## src/apc_pkg.sv

```systemverilog
// constants, encodings and carrier types for the audio path config bank
package apc_pkg;

    localparam int WORD_W = 16;

    // word selectors on the load and readback ports
    localparam logic WSEL_A = 1'b0;
    localparam logic WSEL_B = 1'b1;

    // reset values: AGC, filter and volume stages powered down, aux stage on
    localparam logic [15:0] RST_A = 16'h0001;
    localparam logic [15:0] RST_B = 16'h01E3;

    // field positions in audio_route_config_a
    localparam int A_VOL_PD = 0;
    localparam int A_SPK_LO = 1;
    localparam int A_OUT_LO = 3;
    localparam int A_INSRC = 9;

    // field positions in audio_route_config_b
    localparam int B_AGC_PD = 0;
    localparam int B_FLT_PD = 1;
    localparam int B_RATE_LO = 2;
    localparam int B_FLTSRC = 4;
    localparam int B_MIX2_LO = 5;
    localparam int B_MIX1_LO = 7;
    localparam int B_ATT_LO = 11;
    localparam int B_VSRC_LO = 14;

    // field codes, written hi:lo
    localparam logic [1:0] MIX1_INSRC_ONLY = 2'h2;
    localparam logic [1:0] MIX2_FILT_ONLY = 2'h2;
    localparam logic [1:0] VSRC_SUM2 = 2'h1;
    localparam logic [1:0] OUT_VOLUME = 2'h0;
    localparam logic [1:0] SPK_HIGH_GAIN = 2'h1;
    localparam logic [2:0] ATT_MINUS_12DB = 3'h3;
    localparam logic INSRC_AGC = 1'b0;
    localparam logic FLTSRC_SUM1 = 1'b0;
    localparam logic FLTSRC_ARRAY = 1'b1;

    typedef enum logic [1:0] {
        APC_RATE_8K0 = 2'h0,
        APC_RATE_6K4 = 2'h1,
        APC_RATE_5K3 = 2'h2,
        APC_RATE_4K0 = 2'h3
    } apc_rate_t;

    // one word handed over by the serial receiver
    typedef struct packed {
        logic valid;
        logic sel;
        logic [15:0] data;
    } apc_load_t;

    // decoded routing controls seen by the analog stages
    typedef struct packed {
        logic agc_on;
        logic insrc_is_agc;
        logic mix1_insrc_only;
        logic filt_from_array;
        logic filt_on;
        apc_rate_t rate;
        logic mix2_filt_only;
        logic vol_from_sum2;
        logic vol_on;
        logic [2:0] atten;
        logic att_is_12db;
        logic spk_from_vol;
        logic spk_high_gain;
        logic aux_on;
    } apc_route_t;

endpackage : apc_pkg

```

## src/apc_cfg_bank.sv

```systemverilog
// two configuration words, staged on load and applied at frame end
`timescale 1ns/1ps

// How it works
// agc_power_down low powers the AGC up
// input_source_select low picks the AGC
// first mix code 10 feeds input mux only
// filter_source_select low takes first sum
// filter_source_select high takes array playback
// filter_power_down low powers the filter
// rate code 10 selects 5.3 kHz
// rate code 00 selects 8.0 kHz
// second mix code 10 passes filter only
// volume source 01 takes second sum
// volume_power_down low powers the attenuator
// attenuation field is a binary step count
// attenuation code 011 means minus 12 dB
// output select 00 routes volume to speaker
// speaker mode 01: high gain, aux off
// host loads word a before word b
// all staged words apply on select rising
// a word holds until loaded again
module apc_cfg_bank #(
    parameter int WORD_W = apc_pkg::WORD_W
) (
    input wire logic clk_in,
    input wire logic rst_n_in,
    input wire logic ss_n_in,
    input wire apc_pkg::apc_load_t load_in,
    input wire logic rd_sel_in,
    output logic [15:0] rd_data_out,
    output logic [15:0] cfg_a_out,
    output logic [15:0] cfg_b_out,
    output logic applied_out,
    output apc_pkg::apc_route_t route_out
);

    // the field map is fixed at sixteen bits per word
    if (WORD_W != 16) begin : g_bad_width
        $error("apc_cfg_bank: WORD_W must be 16");
    end

    typedef struct packed {
        logic ss_meta;
        logic ss_sync;
        logic ss_prev;
        logic [15:0] stage_a;
        logic [15:0] stage_b;
        logic [15:0] act_a;
        logic [15:0] act_b;
        logic [15:0] rd_data;
        logic applied;
    } apc_state_t;

    apc_state_t st_r;
    apc_state_t st_nxt;
    logic ss_rise;

    // decode one word pair into routing controls
    function automatic apc_pkg::apc_route_t apc_decode(
        input logic [15:0] a,
        input logic [15:0] b
    );
        apc_pkg::apc_route_t r;
        logic [1:0] spk;
        spk = a[apc_pkg::A_SPK_LO +: 2];
        r.agc_on = ~b[apc_pkg::B_AGC_PD];
        r.insrc_is_agc = (a[apc_pkg::A_INSRC] == apc_pkg::INSRC_AGC);
        r.mix1_insrc_only = (b[apc_pkg::B_MIX1_LO +: 2]
            == apc_pkg::MIX1_INSRC_ONLY);
        // source bit high picks the array, low the first sum
        r.filt_from_array = (b[apc_pkg::B_FLTSRC]
            == apc_pkg::FLTSRC_ARRAY);
        r.filt_on = ~b[apc_pkg::B_FLT_PD];
        r.rate = apc_pkg::apc_rate_t'(b[apc_pkg::B_RATE_LO +: 2]);
        r.mix2_filt_only = (b[apc_pkg::B_MIX2_LO +: 2]
            == apc_pkg::MIX2_FILT_ONLY);
        r.vol_from_sum2 = (b[apc_pkg::B_VSRC_LO +: 2]
            == apc_pkg::VSRC_SUM2);
        r.vol_on = ~a[apc_pkg::A_VOL_PD];
        r.atten = b[apc_pkg::B_ATT_LO +: 3];
        r.att_is_12db = (r.atten == apc_pkg::ATT_MINUS_12DB);
        r.spk_from_vol = (a[apc_pkg::A_OUT_LO +: 2]
            == apc_pkg::OUT_VOLUME);
        // only the high-gain code is known to shut the aux stage off
        r.spk_high_gain = (spk == apc_pkg::SPK_HIGH_GAIN);
        r.aux_on = ~r.spk_high_gain;
        return r;
    endfunction : apc_decode

    // select edge comes only from the synchronised copies
    assign ss_rise = st_r.ss_sync & ~st_r.ss_prev;

    // next state: sync, stage, apply, readback
    always_comb begin
        st_nxt = st_r;
        st_nxt.ss_meta = ss_n_in;
        st_nxt.ss_sync = st_r.ss_meta;
        st_nxt.ss_prev = st_r.ss_sync;
        // staging order is the host's job; both words apply together
        if (load_in.valid && load_in.sel == apc_pkg::WSEL_A) begin
            st_nxt.stage_a = load_in.data;
        end
        if (load_in.valid && load_in.sel == apc_pkg::WSEL_B) begin
            st_nxt.stage_b = load_in.data;
        end
        // a load in the apply cycle waits for the next frame end
        if (ss_rise) begin
            st_nxt.act_a = st_r.stage_a;
            st_nxt.act_b = st_r.stage_b;
        end
        st_nxt.applied = ss_rise;
        st_nxt.rd_data = (rd_sel_in == apc_pkg::WSEL_B) ?
            st_r.act_b : st_r.act_a;
    end

    // state register; unloaded words keep their values
    always_ff @(posedge clk_in or negedge rst_n_in) begin
        if (!rst_n_in) begin
            st_r.ss_meta <= 1'b1;
            st_r.ss_sync <= 1'b1;
            st_r.ss_prev <= 1'b1;
            st_r.stage_a <= apc_pkg::RST_A;
            st_r.stage_b <= apc_pkg::RST_B;
            st_r.act_a <= apc_pkg::RST_A;
            st_r.act_b <= apc_pkg::RST_B;
            st_r.rd_data <= apc_pkg::RST_A;
            st_r.applied <= 1'b0;
        end else begin
            st_r <= st_nxt;
        end
    end

    // outputs straight from the state flops; route_out is decoded from the active words
    assign cfg_a_out = st_r.act_a;
    assign cfg_b_out = st_r.act_b;
    assign rd_data_out = st_r.rd_data;
    assign applied_out = st_r.applied;
    assign route_out = apc_decode(st_r.act_a, st_r.act_b);

    // the select rise must reach the words in exactly three edges
    property p_apply_delay;
        @(posedge clk_in) disable iff (!rst_n_in)
        $rose(st_r.ss_meta) |=> ss_rise ##1
            (cfg_a_out == $past(st_r.stage_a)
            && cfg_b_out == $past(st_r.stage_b));
    endproperty
    a_apply_delay: assert property (p_apply_delay)
        else $error("staged words not applied after select rise");

    property p_hold;
        @(posedge clk_in) disable iff (!rst_n_in)
        !ss_rise |=> $stable(cfg_a_out) && $stable(cfg_b_out);
    endproperty
    a_hold: assert property (p_hold)
        else $error("config word changed without select rise");

    property p_stage_a;
        @(posedge clk_in) disable iff (!rst_n_in)
        (load_in.valid && load_in.sel == apc_pkg::WSEL_A)
        |=> st_r.stage_a == $past(load_in.data);
    endproperty
    a_stage_a: assert property (p_stage_a)
        else $error("word a load lost before apply");

    property p_applied;
        @(posedge clk_in) disable iff (!rst_n_in)
        ss_rise |=> applied_out ##1 !applied_out;
    endproperty
    a_applied: assert property (p_applied)
        else $error("apply pulse wrong");

    property p_agc;
        @(posedge clk_in) disable iff (!rst_n_in)
        ss_rise && !st_r.stage_b[apc_pkg::B_AGC_PD] |=> route_out.agc_on;
    endproperty
    a_agc: assert property (p_agc)
        else $error("agc not powered after zero written");

    property p_insrc;
        @(posedge clk_in) disable iff (!rst_n_in)
        route_out.insrc_is_agc == !cfg_a_out[apc_pkg::A_INSRC];
    endproperty
    a_insrc: assert property (p_insrc)
        else $error("input source select wrong");

    property p_mix1;
        @(posedge clk_in) disable iff (!rst_n_in)
        route_out.mix1_insrc_only == (cfg_b_out[8:7] == 2'h2);
    endproperty
    a_mix1: assert property (p_mix1)
        else $error("first mix decode wrong");

    property p_fltsrc;
        @(posedge clk_in) disable iff (!rst_n_in)
        route_out.filt_from_array == cfg_b_out[4];
    endproperty
    a_fltsrc: assert property (p_fltsrc)
        else $error("filter source decode wrong");

    property p_filt_on;
        @(posedge clk_in) disable iff (!rst_n_in)
        route_out.filt_on != cfg_b_out[1];
    endproperty
    a_filt_on: assert property (p_filt_on)
        else $error("filter power decode wrong");

    property p_rate;
        @(posedge clk_in) disable iff (!rst_n_in)
        (cfg_b_out[3:2] == 2'h2) == (route_out.rate == apc_pkg::APC_RATE_5K3)
        && (cfg_b_out[3:2] == 2'h0)
            == (route_out.rate == apc_pkg::APC_RATE_8K0);
    endproperty
    a_rate: assert property (p_rate)
        else $error("sample rate decode wrong");

    property p_mix2_vol;
        @(posedge clk_in) disable iff (!rst_n_in)
        route_out.mix2_filt_only == (cfg_b_out[6:5] == 2'h2)
        && route_out.vol_from_sum2 == (cfg_b_out[15:14] == 2'h1)
        && route_out.vol_on == !cfg_a_out[0];
    endproperty
    a_mix2_vol: assert property (p_mix2_vol)
        else $error("second mix or volume decode wrong");

    property p_atten;
        @(posedge clk_in) disable iff (!rst_n_in)
        route_out.atten == cfg_b_out[13:11]
        && route_out.att_is_12db == (cfg_b_out[13:11] == 3'h3);
    endproperty
    a_atten: assert property (p_atten)
        else $error("attenuation decode wrong");

    property p_speaker;
        @(posedge clk_in) disable iff (!rst_n_in)
        route_out.spk_from_vol == (cfg_a_out[4:3] == 2'h0)
        && (cfg_a_out[2:1] == 2'h1)
            == (route_out.spk_high_gain && !route_out.aux_on);
    endproperty
    a_speaker: assert property (p_speaker)
        else $error("speaker routing decode wrong");

    // a word b load lands in staging on the next edge
    property p_stage_b;
        @(posedge clk_in) disable iff (!rst_n_in)
        (load_in.valid && load_in.sel == apc_pkg::WSEL_B)
        |=> st_r.stage_b == $past(load_in.data);
    endproperty
    a_stage_b: assert property (p_stage_b)
        else $error("word b load lost in staging");

    // staged words only move on a load
    property p_stage_hold;
        @(posedge clk_in) disable iff (!rst_n_in)
        !load_in.valid |=> $stable(st_r.stage_a) && $stable(st_r.stage_b);
    endproperty
    a_stage_hold: assert property (p_stage_hold)
        else $error("staged word changed without a load");

    // readback shows the active word picked one cycle before
    property p_readback;
        @(posedge clk_in) disable iff (!rst_n_in)
        1'h1 |=> rd_data_out == (($past(rd_sel_in) == apc_pkg::WSEL_B) ?
            $past(cfg_b_out) : $past(cfg_a_out));
    endproperty
    a_readback: assert property (p_readback)
        else $error("readback word wrong");

    // no apply pulse without a select rise
    property p_no_apply;
        @(posedge clk_in) disable iff (!rst_n_in)
        !ss_rise |=> !applied_out;
    endproperty
    a_no_apply: assert property (p_no_apply)
        else $error("apply pulse without select rise");

    // the pulse never stretches, so a host can count frames by it
    property p_applied_once;
        @(posedge clk_in) disable iff (!rst_n_in)
        applied_out |=> !applied_out;
    endproperty
    a_applied_once: assert property (p_applied_once)
        else $error("apply pulse longer than one cycle");

    // every apply pulse shows both staged words at once
    property p_apply_pair;
        @(posedge clk_in) disable iff (!rst_n_in)
        applied_out |-> cfg_a_out == $past(st_r.stage_a)
            && cfg_b_out == $past(st_r.stage_b);
    endproperty
    a_apply_pair: assert property (p_apply_pair)
        else $error("words not applied together");

    // analog controls must not glitch between frame ends
    property p_route_steady;
        @(posedge clk_in) disable iff (!rst_n_in)
        !ss_rise |=> $stable(route_out);
    endproperty
    a_route_steady: assert property (p_route_steady)
        else $error("routing changed without select rise");

    // source bit high must take the array playback path
    property p_filt_array;
        @(posedge clk_in) disable iff (!rst_n_in)
        cfg_b_out[apc_pkg::B_FLTSRC] |-> route_out.filt_from_array;
    endproperty
    a_filt_array: assert property (p_filt_array)
        else $error("filter not fed from array playback");

endmodule : apc_cfg_bank

```

## config.mk

```make
export PLATFORM = sky130hd
export DESIGN_NAME = apc_cfg_bank
export DESIGN_NICKNAME = d
export VERILOG_FILES = /design/src/apc_pkg.sv /design/src/apc_cfg_bank.sv
export SDC_FILE = /design/constraint.sdc
export NUM_CORES = 1
export LEC_CHECK = 0
export BUFFER_PORTS_ARGS = -buffer_cell sky130_fd_sc_hd__buf_2
export CAP_MARGIN = 20
export CORE_MARGIN = 5
export CORE_UTILIZATION = 45
export CTS_BUF_LIST = sky130_fd_sc_hd__clkbuf_2
export CTS_CLUSTER_DIAMETER = 50
export DETAILED_ROUTE_END_ITERATION = 7
export GPL_TIMING_DRIVEN = 0
export PLACE_DENSITY = 0.84
export SLEW_MARGIN = 20
export SYNTH_ARGS = -nofsm -noshare
export SYNTH_HDL_FRONTEND = slang
export SYNTH_SLANG_ARGS = --single-unit
```

## constraint.sdc

```tcl
create_clock -name clk_in -period 1.4 [get_ports clk_in]
set_clock_uncertainty 0.1 [all_clocks]
set_input_delay 0.28 -clock clk_in [delete_from_list [all_inputs] [get_ports clk_in]]
set_output_delay 0.28 -clock clk_in [all_outputs]
set_load 0.01 [all_outputs]
```

==> impl_metrics.csv, run 1 <==
group,metric,value,unit
status,status,"finished, violations left",
status,violations,"negative setup slack",
synth,synth_edf_count,0,
synth,ys_types,14,
synth,yosys-top-cells-area,"dfrtp_1 45%, mux2_2 21%, dfstp_2 13%, buf_4 11%, mux2_4 4.1%",
routing,firstDrtPassIters,4,
setup_path,cp.arrival,1340,ps
global_route,grt_pass1_vias,2512,
clocking,root_buffer,"clkbuf_2",
finish,num-fill-cells,555,
place,dpl_worst_slack,-129,ps
floorplan,core,0.00781,mm²
finish,layout.cells.non_filler,480,
setup_path,critPathLaunchType,"flip-flop",
clocking,tritoncts,"built",
floorplan,start_util,46.5,%
power,leakage,2.55,nW
setup_path,reg2reg_slack,-190,ps
finish,n_antenna_cell,0,
setup_path,reg2reg_from,"st_nxt[81]",
synth,synth_fp_nets,266,
min_path,hp-start,"rd_sel_in",
synth,syn_area_per_cell,14.9,µm²
floorplan,rows,32,
finish,final_core_util,68.0,%
clocking,clock_sinks,84,
finish,drive_above_1_share,75.1,%
setup_path,crit_path_max_fanout,3,
place,globalplace.congestion,0.746,
place,numPortBuffers,86,
clocking,clk_pin_slew,240,ps
floorplan,ioPinCount,88,
synth,ys_seq_area_share,58.5,%
routing,drc,0,
synth,ys_warn_count,0,
clocking,cts_inserted_buffers,9,
synth,ys_async_sr_fraction,100,%
synth,yosysTopAreaCell,"dfrtp_1",
finish,area_growth_syn_to_layout,46.1,%
synth,syn_inst,244,
global_route,grt_max_degree,44,
timing,fin_crit_sh,123,%
min_path,hp-class,"input port to flip-flop",
finish,regArea,0.00213,mm²
min_path,hold_depth,2,
min_path,min_to,"rd_data_out[1]",
floorplan,die_x,99.9,µm
timing,period_minus_slack,1720,ps
synth,synth.most_common_cell,"mux2_2",
routing,wl,8350,µm
clocking,clock_latency,530,ps
routing,num_vias,2229,
synth,synth_seq_cells,84,
global_route,grt.total_usage,17.4,%
synth,yosysTopAreaCellShare,45.5,%
power,power_density,1440,mW/mm²
timing,setup_ws,-324,ps
setup_path,path_class,"flip-flop to output port",
global_route,grt_pass1_wl,13200,µm
flow_run,max-cap-violations,0,
power,total_power,7.66,mW
floorplan,die_area,0.00997,mm²
synth,synth_area,0.00363,mm²
timing,tns,-15070,ps
routing,viasPerCell,4.64,
timing,hold_viol,0,
routing,post_drt_wl_per_cell,17.4,µm
floorplan,die_h,99.9,µm
routing,first_iter_violations,35,
power,ir_worst_vdd,0.000705,V
setup_path,worst_r2r_path_depth,5,
place,placed_cells,433,
timing,max_slew.worst_pin.slew,552,ps
timing,slew_headroom,63.2,%
place,hpwlAfterDp,4780,µm
timing,maxSlewViolCount,0,
timing,fmax,580,MHz
clocking,cts_max_level,3,
global_route,overflow,0,
setup_path,end_kind,"output port",
setup_path,cp.required,1020,ps
synth,yosys-top-cells-count,"68 x mux2_2, 66 x dfrtp_1, 54 x buf_4",
timing,rsz0062_at_grt,"yes",
clocking,ctsLongestPathBuffers,2,
global_route,grt_antenna_before_repair,0,
finish,fin_nets,395,
finish,multi_input_area,0.00114,mm²
timing,finalSetupViolCount,97,
setup_path,r2r-end,"cfg_a_out[6]",
synth,synthFlopType,"dfrtp_1",
routing,drtAntennaViolNets,0,
layout by cell type, fill, tap and decap left out, types with 5 or more instances in the layout:
cell           count
mux2_4            42
dlygate4sd3_1     18
buf_12             5
dfrtp_1           64
mux2_2            36
buf_6             93
buf_2             27
clkbuf_2           9
buf_4             35
dfstp_2           18
cells by family after synthesis:
family / synth area share [%]
buffers and inverters: 14.1
flip-flops: 58.5
AO/OA/AOI/OAI: 0.275
AND/OR/NAND/NOR: 1.93
multiplexers: 25.2
metrics by stage:
step	instance area, µm²	hold WS (ps)
6_report	5310	104
2_1_floorplan	3640	-116
4_1_cts	5230	66.6
3_3_place_gp	4200	246
5_1_grt	5310	48.5
3_5_place_dp	4220	201
worst max path at each step:
stage	start	to	cells past startpoint	slack (ps)
CTS	cfg_b_out[6]	route_out[9]	2	-380
global route	cfg_b_out[8]	route_out[14]	2	-460
global placement	rst_n_in	st_r[78]	1	-620
detailed placement	st_nxt[81]	cfg_a_out[10]	4	-130
floorplan	st_nxt[81]	cfg_a_out[1]	4	-20
finish	cfg_b_out[5]	cfg_b_out[5]	2	-320
layer usage:
| layer | up-vias | share of wire (%) | global-route usage, % | wire length, µm |
|---|---|---|---|---|
| met5 | - | 0 | 0 | 0 |
| met4 | 0 | 1.7 | 6.83 | 146 |
| met3 | 13 | 4.9 | 3.82 | 406 |
| met2 | 70 | 53 | 29.9 | 4410 |
| met1 | 1130 | 41 | 21.4 | 3390 |
| li1 | 1016 | - | - | - |
final cells by class:
class | count | share of cell area [%]
Clock inverter | 7 | 1.27
Timing Repair Buffer | 147 | 26.4
Multi-Input combinational cell | 92 | 21.5
Inverter | 5 | 0.354
Clock buffer | 9 | 0.849
Sequential cell | 84 | 40.1
Buffer | 34 | 7.24
Tap cell | 102 | 2.40
worst max-delay path, stage by stage, from the launching register on:
cell and delay (ps):
dfstp_2 630, buf_6 100, buf_6 80
flip-flops by register name (all words and copies together), names as in the netlist:
| register | count |
|---|---|
| applied_out | 1 |
| cfg_b_out | 16 |
| cfg_a_out | 16 |
| st_nxt | 2 |
| st_r | 33 |
| rd_data_out | 16 |
report_power, final:
part | internal [mW] | switching, mW
logic | 2.08 | 0.969
clock network | 0.404 | 0.833
registers | 2.98 | 0.397
what timing repair did:
action	in CTS	in global routing
endpoints found under the hold margin	75	0
endpoints found under the setup margin	95	98
setup buffers	32	11
cloned	3	0
pin swaps	1	0
hold buffers	18	0
gates resized for setup	119	30
Note: power is estimated with default switching activity, not from simulation.
==> inputs of run 2 (changes only) <==
PLACE_DENSITY = 0.79   (was 0.84)
==> run 2 against run 1 <==
  * The run still ends with negative setup slack left
  * Sequential power about the same
  * Non-clock buffer count decreased by 11
  * Power decreased by 3.9%
  * Combinational power decreased by 4%
  * Design area decreased by 2.3%
  * Largest cell class unchanged
  * Flip-flop and latch count unchanged
  * Setup slack improved by 11 ps
  * First-iteration DRC count increased by 46%
  * Cell count decreased by 2.3%
  * Global-route usage decreased by 0.30 points
  * Register-to-register slack improved by 90 ps
==> impl_metrics.csv, run 2 (synthesis gave the netlist of run 1 again) <==
group,metric,value,unit
finish,fin_area,0.00519,mm²
timing,finalSetupViolCount,96,
finish,num-fill-cells,574,
floorplan,die_x,99.9,µm
setup_path,crit_path_max_fanout,3,
setup_path,r2r-end,"cfg_a_out[6]",
routing,num_vias,2175,
clocking,root_buffer,"clkbuf_2",
global_route,grt_antenna_before_repair,0,
setup_path,cp-endpoint,"route_out[14]",
routing,viasPerCell,4.64,
place,post_dp_cell_area,0.00422,mm²
place,numPortBuffers,86,
setup_path,worst_r2r_path_depth,4,
power,total_power,7.36,mW
finish,largest_reg_flops,33,
timing,setup_ws,-313,ps
floorplan,ioPinCount,88,
setup_path,reg2reg_slack,-100,ps
routing,drtAntennaViolNets,0,
global_route,grt_max_degree,44,
setup_path,cp.required,1020,ps
timing,fin_crit_sh,122,%
clocking,tritoncts,"built",
global_route,grt_pass1_vias,2480,
power,leakage,2.48,nW
finish,area_growth_syn_to_layout,42.8,%
clocking,clk_pin_slew,230,ps
clocking,clock_sinks,84,
setup_path,path_class,"flip-flop to output port",
global_route,overflow,0,
finish,final_cell_mix,"89 x buf_6, 62 x dfrtp_1, 42 x mux2_4",
place,hpwlAfterDp,4840,µm
timing,max_slew.worst_pin.slew,538,ps
timing,period_minus_slack,1710,ps
finish,top_register,"st_r",
power,ir_worst_vdd,0.000757,V
clocking,ctsLongestPathBuffers,2,
floorplan,die_h,99.9,µm
global_route,grt_pass1_wl,13100,µm
timing,hold_viol,0,
timing,maxSlewViolCount,0,
global_route,grt.total_usage,17.1,%
routing,drc,0,
setup_path,critPathLaunchType,"flip-flop",
finish,layout_commonest_cell,"buf_6",
setup_path,end_kind,"output port",
place,globalplace.congestion,0.695,
status,violations,"negative setup slack",
setup_path,cp-startpoint,"cfg_b_out[8]",
min_path,hp-class,"input port to flip-flop",
finish,drive_above_1_share,75.2,%
timing,rsz0062_at_grt,"yes",
floorplan,rows,32,
finish,fin_nets,384,
flow_run,max-cap-violations,0,
floorplan,start_util,46.5,%
floorplan,core,0.00781,mm²
timing,slew_headroom,64.2,%
status,status,"finished, violations left",
clocking,cts_max_level,3,
routing,first_iter_violations,51,
clocking,cts_inserted_buffers,9,
setup_path,reg2reg_from,"st_nxt[81]",
routing,firstDrtPassIters,4,
setup_path,cp.arrival,1330,ps
clocking,clock_latency,510,ps
finish,n_antenna_cell,0,
floorplan,die_area,0.00997,mm²
timing,fmax,584,MHz
routing,post_drt_wl_per_cell,17.0,µm
routing,wl,7950,µm
min_path,hp-start,"rd_sel_in",
power,power_density,1420,mW/mm²
[run 2: cell types whose count changed in the layout (fill, tap and decap cells not counted), sizes merged]
| cell | before | now |
|---|---|---|
| buf | 163 | 152 |
| bufinv | 1 | 0 |
| clkinv | 5 | 3 |
| clkbuf | 9 | 11 |
| clkinvlp | 1 | 2 |
[run 2: how the worst min path moves through the flow]
stage / end / depth (start not counted)
finish: rd_data_out[1] / 2
global route: rd_data_out[2] / 2
CTS: rd_data_out[1] / 2
detailed placement: rd_data_out[5] / 1
global placement: st_nxt[81] / 0
floorplan: applied_out / 0
[run 2: what timing repair did]
item                                    4_1_cts  5_1_grt
endpoints found under the setup margin       95       98
hold endpoints to repair                     74        0
resized for setup                           132       16
setup buffers                                30        1
pin swaps                                     1        0
gates cloned                                  3        0
hold buffers                                 18        0
[run 2: worst max-delay path: stages (launching register included)]
cell and delay, ps:
dfstp_2 600, nor2b_1 120, buf_2 130
[run 2: per-layer routing]
metal	wire length, µm	GRT usage, %	up-vias
met4	79	5.15	0
met1	3340	21.4	1113
met3	352	3.41	8
met2	4180	30.0	59
li1	-	-	995
met5	0	0	-
[run 2: area by class of cell]
| cell class | instances | area, µm² | area share [%] |
|---|---|---|---|
| clock inverter | 5 | 30.0 | 0.579 |
| tap | 102 | 128 | 2.46 |
| inverter | 5 | 18.8 | 0.362 |
| buffer | 34 | 388 | 7.48 |
| timing repair buffer | 136 | 1300 | 25.1 |
| sequential | 84 | 2130 | 41.1 |
| multi-input combinational | 92 | 1140 | 21.9 |
| clock buffer | 11 | 55.1 | 1.06 |
[run 2: report_power, final]
group          leakage, nW  internal (mW)  switching [mW]  total [mW]
Combinational         1.46           2.01           0.937        2.94
Sequential           0.964           2.99           0.402        3.39
Clock               0.0577          0.239           0.791        1.03
Total                 2.48           5.23            2.13        7.36
[run 2: stage by stage]
step | hold WS (ps) | util, % | cells | worst slack [ps] | TNS, ps
5_1_grt | 85.5 | 66.4 | 469 | -411 | -17760
3_3_place_gp | 247 | 53.8 | 432 | -663 | -51620
6_report | 135 | 66.4 | 469 | -313 | -11100
3_5_place_dp | 200 | 54.1 | 433 | -131 | -3780
4_1_cts | 84.1 | 67.3 | 474 | -354 | -16430
2_1_floorplan | -116 | - | 244 | -24.2 | -533
==> inputs of run 3 (changes only) <==
SKIP_CTS_REPAIR_TIMING = 1   (was not set)
==> run 3 against run 2 <==
  * The run still ends with negative setup slack left
  * First-iteration DRC count decreased by 25%
  * Global-route usage is 3.0 points lower
  * Count of clock-buffer cells in the layout unchanged
  * Utilization rose by 0.16 points
  * Cell count shrank 0.85%
  * Highest routed layer unchanged
==> impl_metrics.csv, run 3 (synthesis gave the netlist of run 1 again) <==
group,metric,value,unit
status,status,"finished, violations left",
status,violations,"negative setup slack",
setup_path,r2r-end,"cfg_a_out[4]",
routing,viasPerCell,4.63,
flow_run,max-cap-violations,0,
power,ir_worst_vdd,0.000692,V
min_path,hp-start,"rd_sel_in",
place,globalplace.congestion,0.695,
setup_path,crit_chain,"nor2b_1 > buf_2",
setup_path,max_stage_delay,590,ps
finish,n_antenna_cell,0,
min_path,hp-class,"input port to flip-flop",
routing,drtAntennaViolNets,0,
finish,layout_commonest_cell,"buf_6",
finish,final_core_util,66.6,%
clocking,ctsLongestPathBuffers,2,
setup_path,path_class,"flip-flop to output port",
setup_path,worst_r2r_path_depth,4,
routing,first_iter_violations,38,
timing,fin_crit_sh,121,%
clocking,clk_pin_slew,230,ps
setup_path,crit_path_max_fanout,4,
clocking,root_buffer,"clkbuf_2",
timing,max_slew.worst_pin.slew,533,ps
finish,drive_above_1_share,75.2,%
global_route,grt_max_degree,44,
global_route,overflow,0,
timing,hold_viol,0,
timing,maxSlewViolCount,0,
finish,largest_reg_flops,33,
setup_path,reg2reg_from,"st_nxt[81]",
timing,setup_ws,-295,ps
routing,wl,7820,µm
global_route,grt_pass1_wl,10900,µm
floorplan,die_area,0.00997,mm²
routing,post_drt_wl_per_cell,16.8,µm
clocking,cts_max_level,3,
global_route,grt_antenna_before_repair,0,
place,post_dp_cell_area,0.00422,mm²
min_path,min_to,"rd_data_out[1]",
clocking,cts_inserted_buffers,9,
setup_path,end_kind,"output port",
finish,final_cell_mix,"93 x buf_6, 61 x dfrtp_1, 41 x mux2_4",
timing,hold_ws,134,ps
floorplan,die_h,99.9,µm
finish,top_register,"st_r",
floorplan,rows,32,
timing,slew_headroom,64.5,%
finish,fin_area,0.00520,mm²
timing,period_minus_slack,1700,ps
clocking,clock_latency,500,ps
finish,area_growth_syn_to_layout,43.1,%
place,hpwlAfterDp,4840,µm
floorplan,die_x,99.9,µm
setup_path,cp.arrival,1320,ps
setup_path,critPathLaunchType,"flip-flop",
timing,rsz0062_at_grt,"yes",
timing,finalSetupViolCount,95,
floorplan,core,0.00781,mm²
routing,drc,0,
timing,fmax,590,MHz
global_route,grt_pass1_vias,2166,
routing,firstDrtPassIters,4,
floorplan,ioPinCount,88,
timing,tns,-13130,ps
clocking,tritoncts,"built",
setup_path,crit_slowest_cell,"dfstp_2",
global_route,grt.total_usage,14.1,%
power,leakage,2.47,nW
min_path,hold_depth,2,
floorplan,start_util,46.5,%
routing,num_vias,2155,
setup_path,cp.required,1020,ps
power,power_density,1410,mW/mm²
clocking,clock_sinks,84,
finish,fin_nets,380,
setup_path,reg2reg_slack,-140,ps
place,numPortBuffers,86,
-- run 3: where the power goes --
part	internal (mW)	switching, mW	total, mW
Clock	0.239	0.785	1.02
Combinational	1.98	0.904	2.88
Sequential	2.99	0.417	3.40
Total	5.20	2.11	7.31
-- run 3: through the flow --
stage | instances | power [mW] | worst slack [ps]
6_report | 465 | 7.31 | -295
5_1_grt | 465 | 7.71 | -399
4_1_cts | 449 | 6.40 | -367
3_5_place_dp | 433 | 5.38 | -131
3_3_place_gp | 432 | 5.28 | -663
2_1_floorplan | 244 | 4.62 | -24.2
-- run 3: per-layer routing --
metal / part of all wire [%] / GRT usage (%) / vias up
met1: 42 / 17.7 / 1105
li1: - / - / 986
met3: 4.7 / 3.61 / 9
met2: 52 / 23.7 / 55
met5: 0 / 0 / -
met4: 1.2 / 5.04 / 0
-- run 3: worst max-delay path by stage --
stage / startpoint / end / slack [ps] / cells after the start
2_1_floorplan: st_nxt[81] / cfg_a_out[1] / -20 / 4
3_3_place_gp: rst_n_in / cfg_a_out[13] / -660 / 1
3_5_place_dp: st_nxt[81] / cfg_a_out[6] / -130 / 4
4_1_cts: cfg_b_out[6] / route_out[9] / -370 / 2
5_1_grt: cfg_b_out[8] / route_out[14] / -400 / 2
6_report: cfg_b_out[8] / route_out[14] / -300 / 2
-- run 3: final cells by class --
class                   count  area, µm²
flip-flops and latches     84       2130
well taps                 102        128
fillers                   575       2610
inverters                   5       18.8
clock buffers              11       55.1
repair buffers            123       1210
clock inverters             5       30.0
plain buffers              43        495
multi-input cells          92       1130
-- run 3: critical path, delay by kind of cell, from the launching register on --
kind,cells,cell delay (ps)
flops,1,590
buf+inv,1,130
simple gates,1,110
